===== src/include/sfi_defs.vh =====
// register map and field layout of the supply fault interrupt bank
`ifndef SFI_DEFS_VH
`define SFI_DEFS_VH
`define SFI_ADDR_W 8
`define SFI_OFF_FLAGS 8'h1C
`define SFI_OFF_ENABLE 8'h20
`define SFI_OFF_CLEAR 8'h24
`define SFI_NRAIL 5
`define SFI_NFLAG 10
`define SFI_LOW_IRQ_LSB 0
`define SFI_HIGH_IRQ_LSB 5
`define SFI_LOW_STATE_LSB 16
`define SFI_HIGH_STATE_LSB 21
`define SFI_STATE_LSB 16
`define SFI_FLAGS_RESET 32'h00000000
`define SFI_ENABLE_RESET 10'h000
`endif


===== src/verilog/sfi_irq_gate.v =====
// masks the interrupt flags with their enables into one level request
module sfi_irq_gate (
  input wire [9:0] i_flags,
  input wire [9:0] i_enable,
  output wire o_irq
);
  assign o_irq = |(i_flags & i_enable);
endmodule // sfi_irq_gate


===== src/verilog/sfi_sticky_bit.v =====
// one sticky event bit: hardware set wins over a software clear
module sfi_sticky_bit (
  input wire i_clock,
  input wire i_resetn,
  input wire i_set,
  input wire i_clear,
  output reg o_bit
);
  always @(posedge i_clock or negedge i_resetn) begin
    if (!i_resetn) begin
      o_bit <= 1'b0;
    end else if (i_set) begin
      o_bit <= 1'b1;
    end else if (i_clear) begin
      o_bit <= 1'b0;
    end
  end
endmodule // sfi_sticky_bit


===== src/verilog/sfi_supply_fault_irq.v =====
// supply fault interrupt flags, state bits, enable and clear registers
`include "sfi_defs.vh"
module sfi_supply_fault_irq (
  input wire i_clock,
  input wire i_resetn,
  input wire [7:0] i_addr,
  input wire [31:0] i_wdata,
  input wire i_write,
  input wire i_read,
  output reg [31:0] o_rdata,
  input wire [4:0] i_low_event,
  input wire [4:0] i_high_event,
  output wire o_irq
);
  // storage, raw vectors and access decode
  reg [9:0] enable_r;
  reg [9:0] enable_nxt;
  wire [9:0] irq_flag;
  wire [9:0] state_bit;
  wire [9:0] event_vec;
  wire [9:0] irq_clear_vec;
  wire [9:0] state_clear_vec;
  wire clear_wr;
  wire enable_wr;
  wire flags_rd;
  wire enable_rd;
  wire sel_flags;
  wire sel_enable;
  wire sel_clear;
  wire [31:0] flags_view;
  wire [31:0] enable_view;
  reg [31:0] rdata_nxt;

  // one named wire per field of the flag register
  wire battery_low_irq_flag;
  wire main_supply_low_irq_flag;
  wire rail5_low_irq_flag;
  wire core_rail_low_irq_flag;
  wire ext_rail_low_irq_flag;
  wire battery_high_irq_flag;
  wire main_supply_high_irq_flag;
  wire rail5_high_irq_flag;
  wire core_rail_high_irq_flag;
  wire ext_rail_high_irq_flag;
  wire battery_low_state;
  wire main_supply_low_state;
  wire rail5_low_state;
  wire core_rail_low_state;
  wire ext_rail_low_state;
  wire battery_high_state;
  wire main_supply_high_state;
  wire rail5_high_state;
  wire core_rail_high_state;
  wire ext_rail_high_state;

  // five-rail groups in rail order
  wire [4:0] low_irq_field;
  wire [4:0] high_irq_field;
  wire [4:0] low_state_field;
  wire [4:0] high_state_field;

  // one named wire per enable bit
  wire battery_low_irq_enable;
  wire main_supply_low_irq_enable;
  wire rail5_low_irq_enable;
  wire core_rail_low_irq_enable;
  wire ext_rail_low_irq_enable;
  wire battery_high_irq_enable;
  wire main_supply_high_irq_enable;
  wire rail5_high_irq_enable;
  wire core_rail_high_irq_enable;
  wire ext_rail_high_irq_enable;

  // one named clear strobe per field
  wire battery_low_irq_clear;
  wire main_supply_low_irq_clear;
  wire rail5_low_irq_clear;
  wire core_rail_low_irq_clear;
  wire ext_rail_low_irq_clear;
  wire battery_high_irq_clear;
  wire main_supply_high_irq_clear;
  wire rail5_high_irq_clear;
  wire core_rail_high_irq_clear;
  wire ext_rail_high_irq_clear;
  wire battery_low_state_clear;
  wire main_supply_low_state_clear;
  wire rail5_low_state_clear;
  wire core_rail_low_state_clear;
  wire ext_rail_low_state_clear;
  wire battery_high_state_clear;
  wire main_supply_high_state_clear;
  wire rail5_high_state_clear;
  wire core_rail_high_state_clear;
  wire ext_rail_high_state_clear;

  // writes to the flag register itself have no effect
  assign sel_flags = (i_addr == `SFI_OFF_FLAGS);
  assign sel_enable = (i_addr == `SFI_OFF_ENABLE);
  assign sel_clear = (i_addr == `SFI_OFF_CLEAR);
  assign clear_wr = i_write && sel_clear;
  assign enable_wr = i_write && sel_enable;
  assign flags_rd = i_read && sel_flags;
  assign enable_rd = i_read && sel_enable;

  assign event_vec = {i_high_event, i_low_event};

  // clear bits sit at the same positions as the bits they clear
  assign battery_low_irq_clear = clear_wr && i_wdata[`SFI_LOW_IRQ_LSB];
  assign main_supply_low_irq_clear = clear_wr && i_wdata[`SFI_LOW_IRQ_LSB + 1];
  assign rail5_low_irq_clear = clear_wr && i_wdata[`SFI_LOW_IRQ_LSB + 2];
  assign core_rail_low_irq_clear = clear_wr && i_wdata[`SFI_LOW_IRQ_LSB + 3];
  assign ext_rail_low_irq_clear = clear_wr && i_wdata[`SFI_LOW_IRQ_LSB + 4];
  assign battery_high_irq_clear = clear_wr && i_wdata[`SFI_HIGH_IRQ_LSB];
  assign main_supply_high_irq_clear = clear_wr && i_wdata[`SFI_HIGH_IRQ_LSB + 1];
  assign rail5_high_irq_clear = clear_wr && i_wdata[`SFI_HIGH_IRQ_LSB + 2];
  assign core_rail_high_irq_clear = clear_wr && i_wdata[`SFI_HIGH_IRQ_LSB + 3];
  assign ext_rail_high_irq_clear = clear_wr && i_wdata[`SFI_HIGH_IRQ_LSB + 4];
  assign battery_low_state_clear = clear_wr && i_wdata[`SFI_LOW_STATE_LSB];
  assign main_supply_low_state_clear = clear_wr && i_wdata[`SFI_LOW_STATE_LSB + 1];
  assign rail5_low_state_clear = clear_wr && i_wdata[`SFI_LOW_STATE_LSB + 2];
  assign core_rail_low_state_clear = clear_wr && i_wdata[`SFI_LOW_STATE_LSB + 3];
  assign ext_rail_low_state_clear = clear_wr && i_wdata[`SFI_LOW_STATE_LSB + 4];
  assign battery_high_state_clear = clear_wr && i_wdata[`SFI_HIGH_STATE_LSB];
  assign main_supply_high_state_clear = clear_wr && i_wdata[`SFI_HIGH_STATE_LSB + 1];
  assign rail5_high_state_clear = clear_wr && i_wdata[`SFI_HIGH_STATE_LSB + 2];
  assign core_rail_high_state_clear = clear_wr && i_wdata[`SFI_HIGH_STATE_LSB + 3];
  assign ext_rail_high_state_clear = clear_wr && i_wdata[`SFI_HIGH_STATE_LSB + 4];

  assign irq_clear_vec = {
    ext_rail_high_irq_clear,
    core_rail_high_irq_clear,
    rail5_high_irq_clear,
    main_supply_high_irq_clear,
    battery_high_irq_clear,
    ext_rail_low_irq_clear,
    core_rail_low_irq_clear,
    rail5_low_irq_clear,
    main_supply_low_irq_clear,
    battery_low_irq_clear
  };
  assign state_clear_vec = {
    ext_rail_high_state_clear,
    core_rail_high_state_clear,
    rail5_high_state_clear,
    main_supply_high_state_clear,
    battery_high_state_clear,
    ext_rail_low_state_clear,
    core_rail_low_state_clear,
    rail5_low_state_clear,
    main_supply_low_state_clear,
    battery_low_state_clear
  };

  genvar g;
  generate
    for (g = 0; g < `SFI_NFLAG; g = g + 1) begin : g_flag
      sfi_sticky_bit u_irq (
        .i_clock(i_clock),
        .i_resetn(i_resetn),
        .i_set(event_vec[g]),
        .i_clear(irq_clear_vec[g]),
        .o_bit(irq_flag[g])
      );
      sfi_sticky_bit u_state (
        .i_clock(i_clock),
        .i_resetn(i_resetn),
        .i_set(event_vec[g]),
        .i_clear(state_clear_vec[g]),
        .o_bit(state_bit[g])
      );
    end
  endgenerate

  // field view of the sticky bits, rail order battery, main, 5V, 1.5V, external
  assign battery_low_irq_flag = irq_flag[0];
  assign main_supply_low_irq_flag = irq_flag[1];
  assign rail5_low_irq_flag = irq_flag[2];
  assign core_rail_low_irq_flag = irq_flag[3];
  assign ext_rail_low_irq_flag = irq_flag[4];
  assign battery_high_irq_flag = irq_flag[5];
  assign main_supply_high_irq_flag = irq_flag[6];
  assign rail5_high_irq_flag = irq_flag[7];
  assign core_rail_high_irq_flag = irq_flag[8];
  assign ext_rail_high_irq_flag = irq_flag[9];
  assign battery_low_state = state_bit[0];
  assign main_supply_low_state = state_bit[1];
  assign rail5_low_state = state_bit[2];
  assign core_rail_low_state = state_bit[3];
  assign ext_rail_low_state = state_bit[4];
  assign battery_high_state = state_bit[5];
  assign main_supply_high_state = state_bit[6];
  assign rail5_high_state = state_bit[7];
  assign core_rail_high_state = state_bit[8];
  assign ext_rail_high_state = state_bit[9];

  assign low_irq_field = {
    ext_rail_low_irq_flag,
    core_rail_low_irq_flag,
    rail5_low_irq_flag,
    main_supply_low_irq_flag,
    battery_low_irq_flag
  };
  assign high_irq_field = {
    ext_rail_high_irq_flag,
    core_rail_high_irq_flag,
    rail5_high_irq_flag,
    main_supply_high_irq_flag,
    battery_high_irq_flag
  };
  assign low_state_field = {
    ext_rail_low_state,
    core_rail_low_state,
    rail5_low_state,
    main_supply_low_state,
    battery_low_state
  };
  assign high_state_field = {
    ext_rail_high_state,
    core_rail_high_state,
    rail5_high_state,
    main_supply_high_state,
    battery_high_state
  };

  // reserved ranges are constant zero
  assign flags_view = {
    6'h00,
    high_state_field,
    low_state_field,
    6'h00,
    high_irq_field,
    low_irq_field
  };

  assign battery_low_irq_enable = enable_r[0];
  assign main_supply_low_irq_enable = enable_r[1];
  assign rail5_low_irq_enable = enable_r[2];
  assign core_rail_low_irq_enable = enable_r[3];
  assign ext_rail_low_irq_enable = enable_r[4];
  assign battery_high_irq_enable = enable_r[5];
  assign main_supply_high_irq_enable = enable_r[6];
  assign rail5_high_irq_enable = enable_r[7];
  assign core_rail_high_irq_enable = enable_r[8];
  assign ext_rail_high_irq_enable = enable_r[9];

  assign enable_view = {
    22'h000000,
    ext_rail_high_irq_enable,
    core_rail_high_irq_enable,
    rail5_high_irq_enable,
    main_supply_high_irq_enable,
    battery_high_irq_enable,
    ext_rail_low_irq_enable,
    core_rail_low_irq_enable,
    rail5_low_irq_enable,
    main_supply_low_irq_enable,
    battery_low_irq_enable
  };

  always @* begin
    enable_nxt = enable_r;
    if (enable_wr) begin
      enable_nxt = i_wdata[9:0];
    end
  end

  always @(posedge i_clock or negedge i_resetn) begin
    if (!i_resetn) begin
      enable_r <= `SFI_ENABLE_RESET;
    end else begin
      enable_r <= enable_nxt;
    end
  end

  // clear register and unmapped offsets read zero
  always @* begin
    rdata_nxt = 32'h00000000;
    if (flags_rd) begin
      rdata_nxt = flags_view;
    end else if (enable_rd) begin
      rdata_nxt = enable_view;
    end
  end

  always @(posedge i_clock or negedge i_resetn) begin
    if (!i_resetn) begin
      o_rdata <= `SFI_FLAGS_RESET;
    end else begin
      o_rdata <= rdata_nxt;
    end
  end

  sfi_irq_gate u_gate (
    .i_flags(irq_flag),
    .i_enable(enable_r),
    .o_irq(o_irq)
  );
endmodule // sfi_supply_fault_irq

===== config.mk =====
export PLATFORM = sky130hd
export DESIGN_NAME = sfi_supply_fault_irq
export DESIGN_NICKNAME = d
export VERILOG_FILES = /design/src/verilog/sfi_irq_gate.v /design/src/verilog/sfi_sticky_bit.v /design/src/verilog/sfi_supply_fault_irq.v
export VERILOG_INCLUDE_DIRS = /design/src /design/src/include
export SDC_FILE = /design/constraint.sdc
export NUM_CORES = 1
export LEC_CHECK = 0
export BUFFER_PORTS_ARGS = -buffer_cell sky130_fd_sc_hd__buf_4
export CORE_UTILIZATION = 23
export DETAILED_ROUTE_END_ITERATION = 10
export SYNTH_ARGS = -nofsm -noshare
export SYNTH_HDL_FRONTEND = slang
export SYNTH_SLANG_ARGS = --single-unit

===== constraint.sdc =====
create_clock -name i_clock -period 1.4 [get_ports i_clock]
set_clock_uncertainty 0.1 [all_clocks]
set_input_delay 0.28 -clock i_clock [delete_from_list [all_inputs] [get_ports i_clock]]
set_output_delay 0.28 -clock i_clock [all_outputs]
set_load 0.02 [all_outputs]

==> results.md <==
* Switch share at 23.8%
* Total internal power at a little over 2 mW
* Die area at 9300 um2
* Worst-path cell chain: a22o_1 -> a221oi_2 -> nand4_1 -> buf_4
* Vias in the first global route at approximately 1,500
* Worst Setup End Kind: output port
* Cell Rows at 34
* CP max-delay cell: dfrtp_1
* P per Cell Area at 945 nW/um2
* Sequential-to-total area share from yosys stat at 61.0%
* Final worst setup slack at -0.451 ns
* Nets at 285
* Worst hold stages at 2
* Flop pwr share at a little over half
* Post-synth EDFFs at 0
* Util after Layout at 32.8%
* Synth area leaders: dfrtp_1, a21o_1, nand4_1
* Share of layout cells above drive strength 1 at 41.8%
* Flops & latches, synth at 50
* Cells on worst reg2reg path at 2
* Comb power frac at 10.6%
* Area after DPL at 2720 um2
* Final setup violation count at 1
* Max Fclk at 540 MHz
* Failing checks: setup timing
* Post-synth top area cell: dfrtp_1
* Hold endpoint: g_flag[9].u_irq.o_bit
* Syn. warnings at 0
* Crit path time final at roughly 1.9 ns
* Cts bufs inserted at 5
* Final hold slack at between 0.05 and 0.06 ns
* DRC at 0
* Largest net degree at the start of global routing at 51
* Syn Std Cell Area at around 2100 um2
* Crit-path max cell delay at 0.38 ns
* Routability cong. at between 0.6 and 0.7
* Layout area overhead at 38.6%
* Post-synth top cells: dfrtp_1, nand4_1, a21o_1
* NetSw at about 640 uW
* Post-Syn Instances at 157
* Iteration-0 DRC count of the detailed router at between 60 and 70
* Fill cells at 897
* Detail Placement HPWL at 3.43 mm
* Clock Sinks at 50
* Place WS at -0.255 ns
* Reg2reg setup slack at 0.41 ns
* Worst-path clk slew at 0.10 ns
* Worst hold path class: in -> reg
* GRT Overall Usage at 11.5%
* Arrival time at the worst endpoint at 1.47 ns
* Clk Latency, worst-skew pair at 0.31 ns
* Asr flop ratio synth at 100%
* Max-capacitance violation count at 0
* Ant diodes at 0
* PortBufs at 62
* Multi-input logic area at a little over 700 um2
* Worst reg2reg endpoint: enable_r[7]
* Die height at roughly 96 um
* Clock share of power at between 30% and 40%
* CTS tree: done
* Final ANT Viol Nets at 0
* Initial Util at between 20% and 30%
* IR drop worst, VDD at around 0.00031 V
* Top-level port count at 87
* Reg area at 1250 um2
* Final cell area excluding filler cells at 2840 um2
* Tot Pwr at 2.69 mW
* CP required at between 1 and 1.5 ns
* GR Overflow Total at 0
* Via density at 4.34
* H-tree depth at 2
* Synth cell types at 20
* First-pass DRT Iterations at 3
* Synth top area share at 61.0%
* CP max FO at 2
* FF-to-FF Start: enable_r[7]
* WS Path Type: reg -> out
* Die X-Extent at 96.4 um
* CP startpoint kind: flip-flop
* Status: complete, but fails checks
* Core Region at 8680 um2
* Leakage power at 1.30 nW
* Wirelength, routed at 4.94 mm
* Hold Path Origin: i_high_event[4]
* Initial antenna violation count at 0
* WL per Instance at ~15 um
* RSZ-0062 raised after global routing: yes
* Synthesized area per cell at 13.1 um2
* CTS Buffer Depth at 2
* Max-slew violation count at 0
* Top FF cell, synth: dfrtp_1
* Hold Vio Cnt, Final at 0
* First-pass GRT wire length at 7.80 mm
* Top-count cell post-synth: dfrtp_1
* Vias post-DR at roughly 1,500
* CTS root buffer: clkbuf_8
* Final worst path period share at 132%
[what timing repair did]
action / in CTS / in global routing
buffers inserted: 0 / 0
hold buffers: 1 / 0
endpoints found under the setup margin: 1 / 5
endpoints found under the hold margin: 50 / 0
pin swaps: 2 / 0
gates resized for setup: 0 / 1
[metal layers]
| layer | share of wire [%] | GRT usage [%] | vias up |
|---|---|---|---|
| met5 | 0 | 0 | - |
| met4 | 1.7 | 4.78 | 0 |
| met3 | 4.8 | 2.19 | 7 |
| met2 | 53 | 20.8 | 44 |
| met1 | 41 | 13.2 | 719 |
| li1 | - | - | 704 |
[stage by stage]
step,std cells,setup TNS (ns)
after floorplan,168,0
after global placement,331,-8.34
after detailed placement,331,-8.53
after CTS,340,-0.495
after global routing,340,-0.546
final,340,-0.451
[critical path: cells and delay by family, from the launching register on]
| family | cells | cell delay (ns) |
|---|---|---|
| AOI/OAI and AO/OA | 2 | 0.47 |
| buffers and inverters | 1 | 0.18 |
| and+or+nand+nor | 1 | 0.15 |
| DFF | 1 | 0.38 |
[worst max-delay path by stage]
stage                               start                       to  depth (start not counted)
finish                        enable_r[5]                    o_irq                          4
global placement                i_addr[1]  g_flag[1].u_state.o_bit                          5
CTS                           enable_r[5]                    o_irq                          4
floorplan           g_flag[5].u_irq.o_bit                    o_irq                          3
global route                  enable_r[5]                    o_irq                          4
detailed placement              i_addr[1]  g_flag[8].u_state.o_bit                          5
[cell usage in the layout (no fill, tap or decap)]
cell           instances
and2_1                10
a22o_1                11
a221oi_2               1
buf_4                 71
nor4_4                 1
a21o_1                20
clkbuf_8               7
mux2_2                10
clkinv_4               1
nor2b_1                1
nand4_1               21
buf_12                 4
nand3_2                1
and3_1                 2
and3b_1                2
nor2_1                 1
buf_6                  1
a22oi_1                3
dfrtp_1               50
dlygate4sd3_1          1
and4b_1                1
conb_1                12
[flip-flops by register name (all words and copies together) (netlist names)]
| name | count |
|---|---|
| o_rdata | 20 |
| enable_r | 10 |
| g_flag.u_irq.o_bit | 10 |
| g_flag.u_state.o_bit | 10 |
[cells by family after synthesis]
logic type             after synthesis  share of synthesized area [%]
other                                1                          0.183
AND/OR/NAND/NOR                     40                           13.4
multiplexers                        10                           5.49
flip-flops                          50                           61.0
AO/OA/AOI/OAI                       35                           13.5
buffers and inverters               21                           6.35
[power groups by stage]
| stage | Combinational [mW] | Sequential (mW) | Clock (mW) |
|---|---|---|---|
| global route | 0.316 | 1.47 | 1.01 |
| CTS | 0.293 | 1.47 | 0.969 |
| detailed placement | 0.290 | 1.50 | 0 |
| finish | 0.286 | 1.47 | 0.933 |
| global placement | 0.286 | 1.50 | 0 |
| floorplan | 0.123 | 1.50 | 0 |
[area by class of cell]
cell class / count / area share (%)
Clock buffer: 7 / 3.39
Multi-Input combinational cell: 97 / 25.2
Sequential cell: 50 / 44.0
Tap cell: 108 / 4.75
Clock inverter: 1 / 0.308
Timing Repair Buffer: 77 / 22.3
No activity file was read; power rests on OpenSTA's default activity.
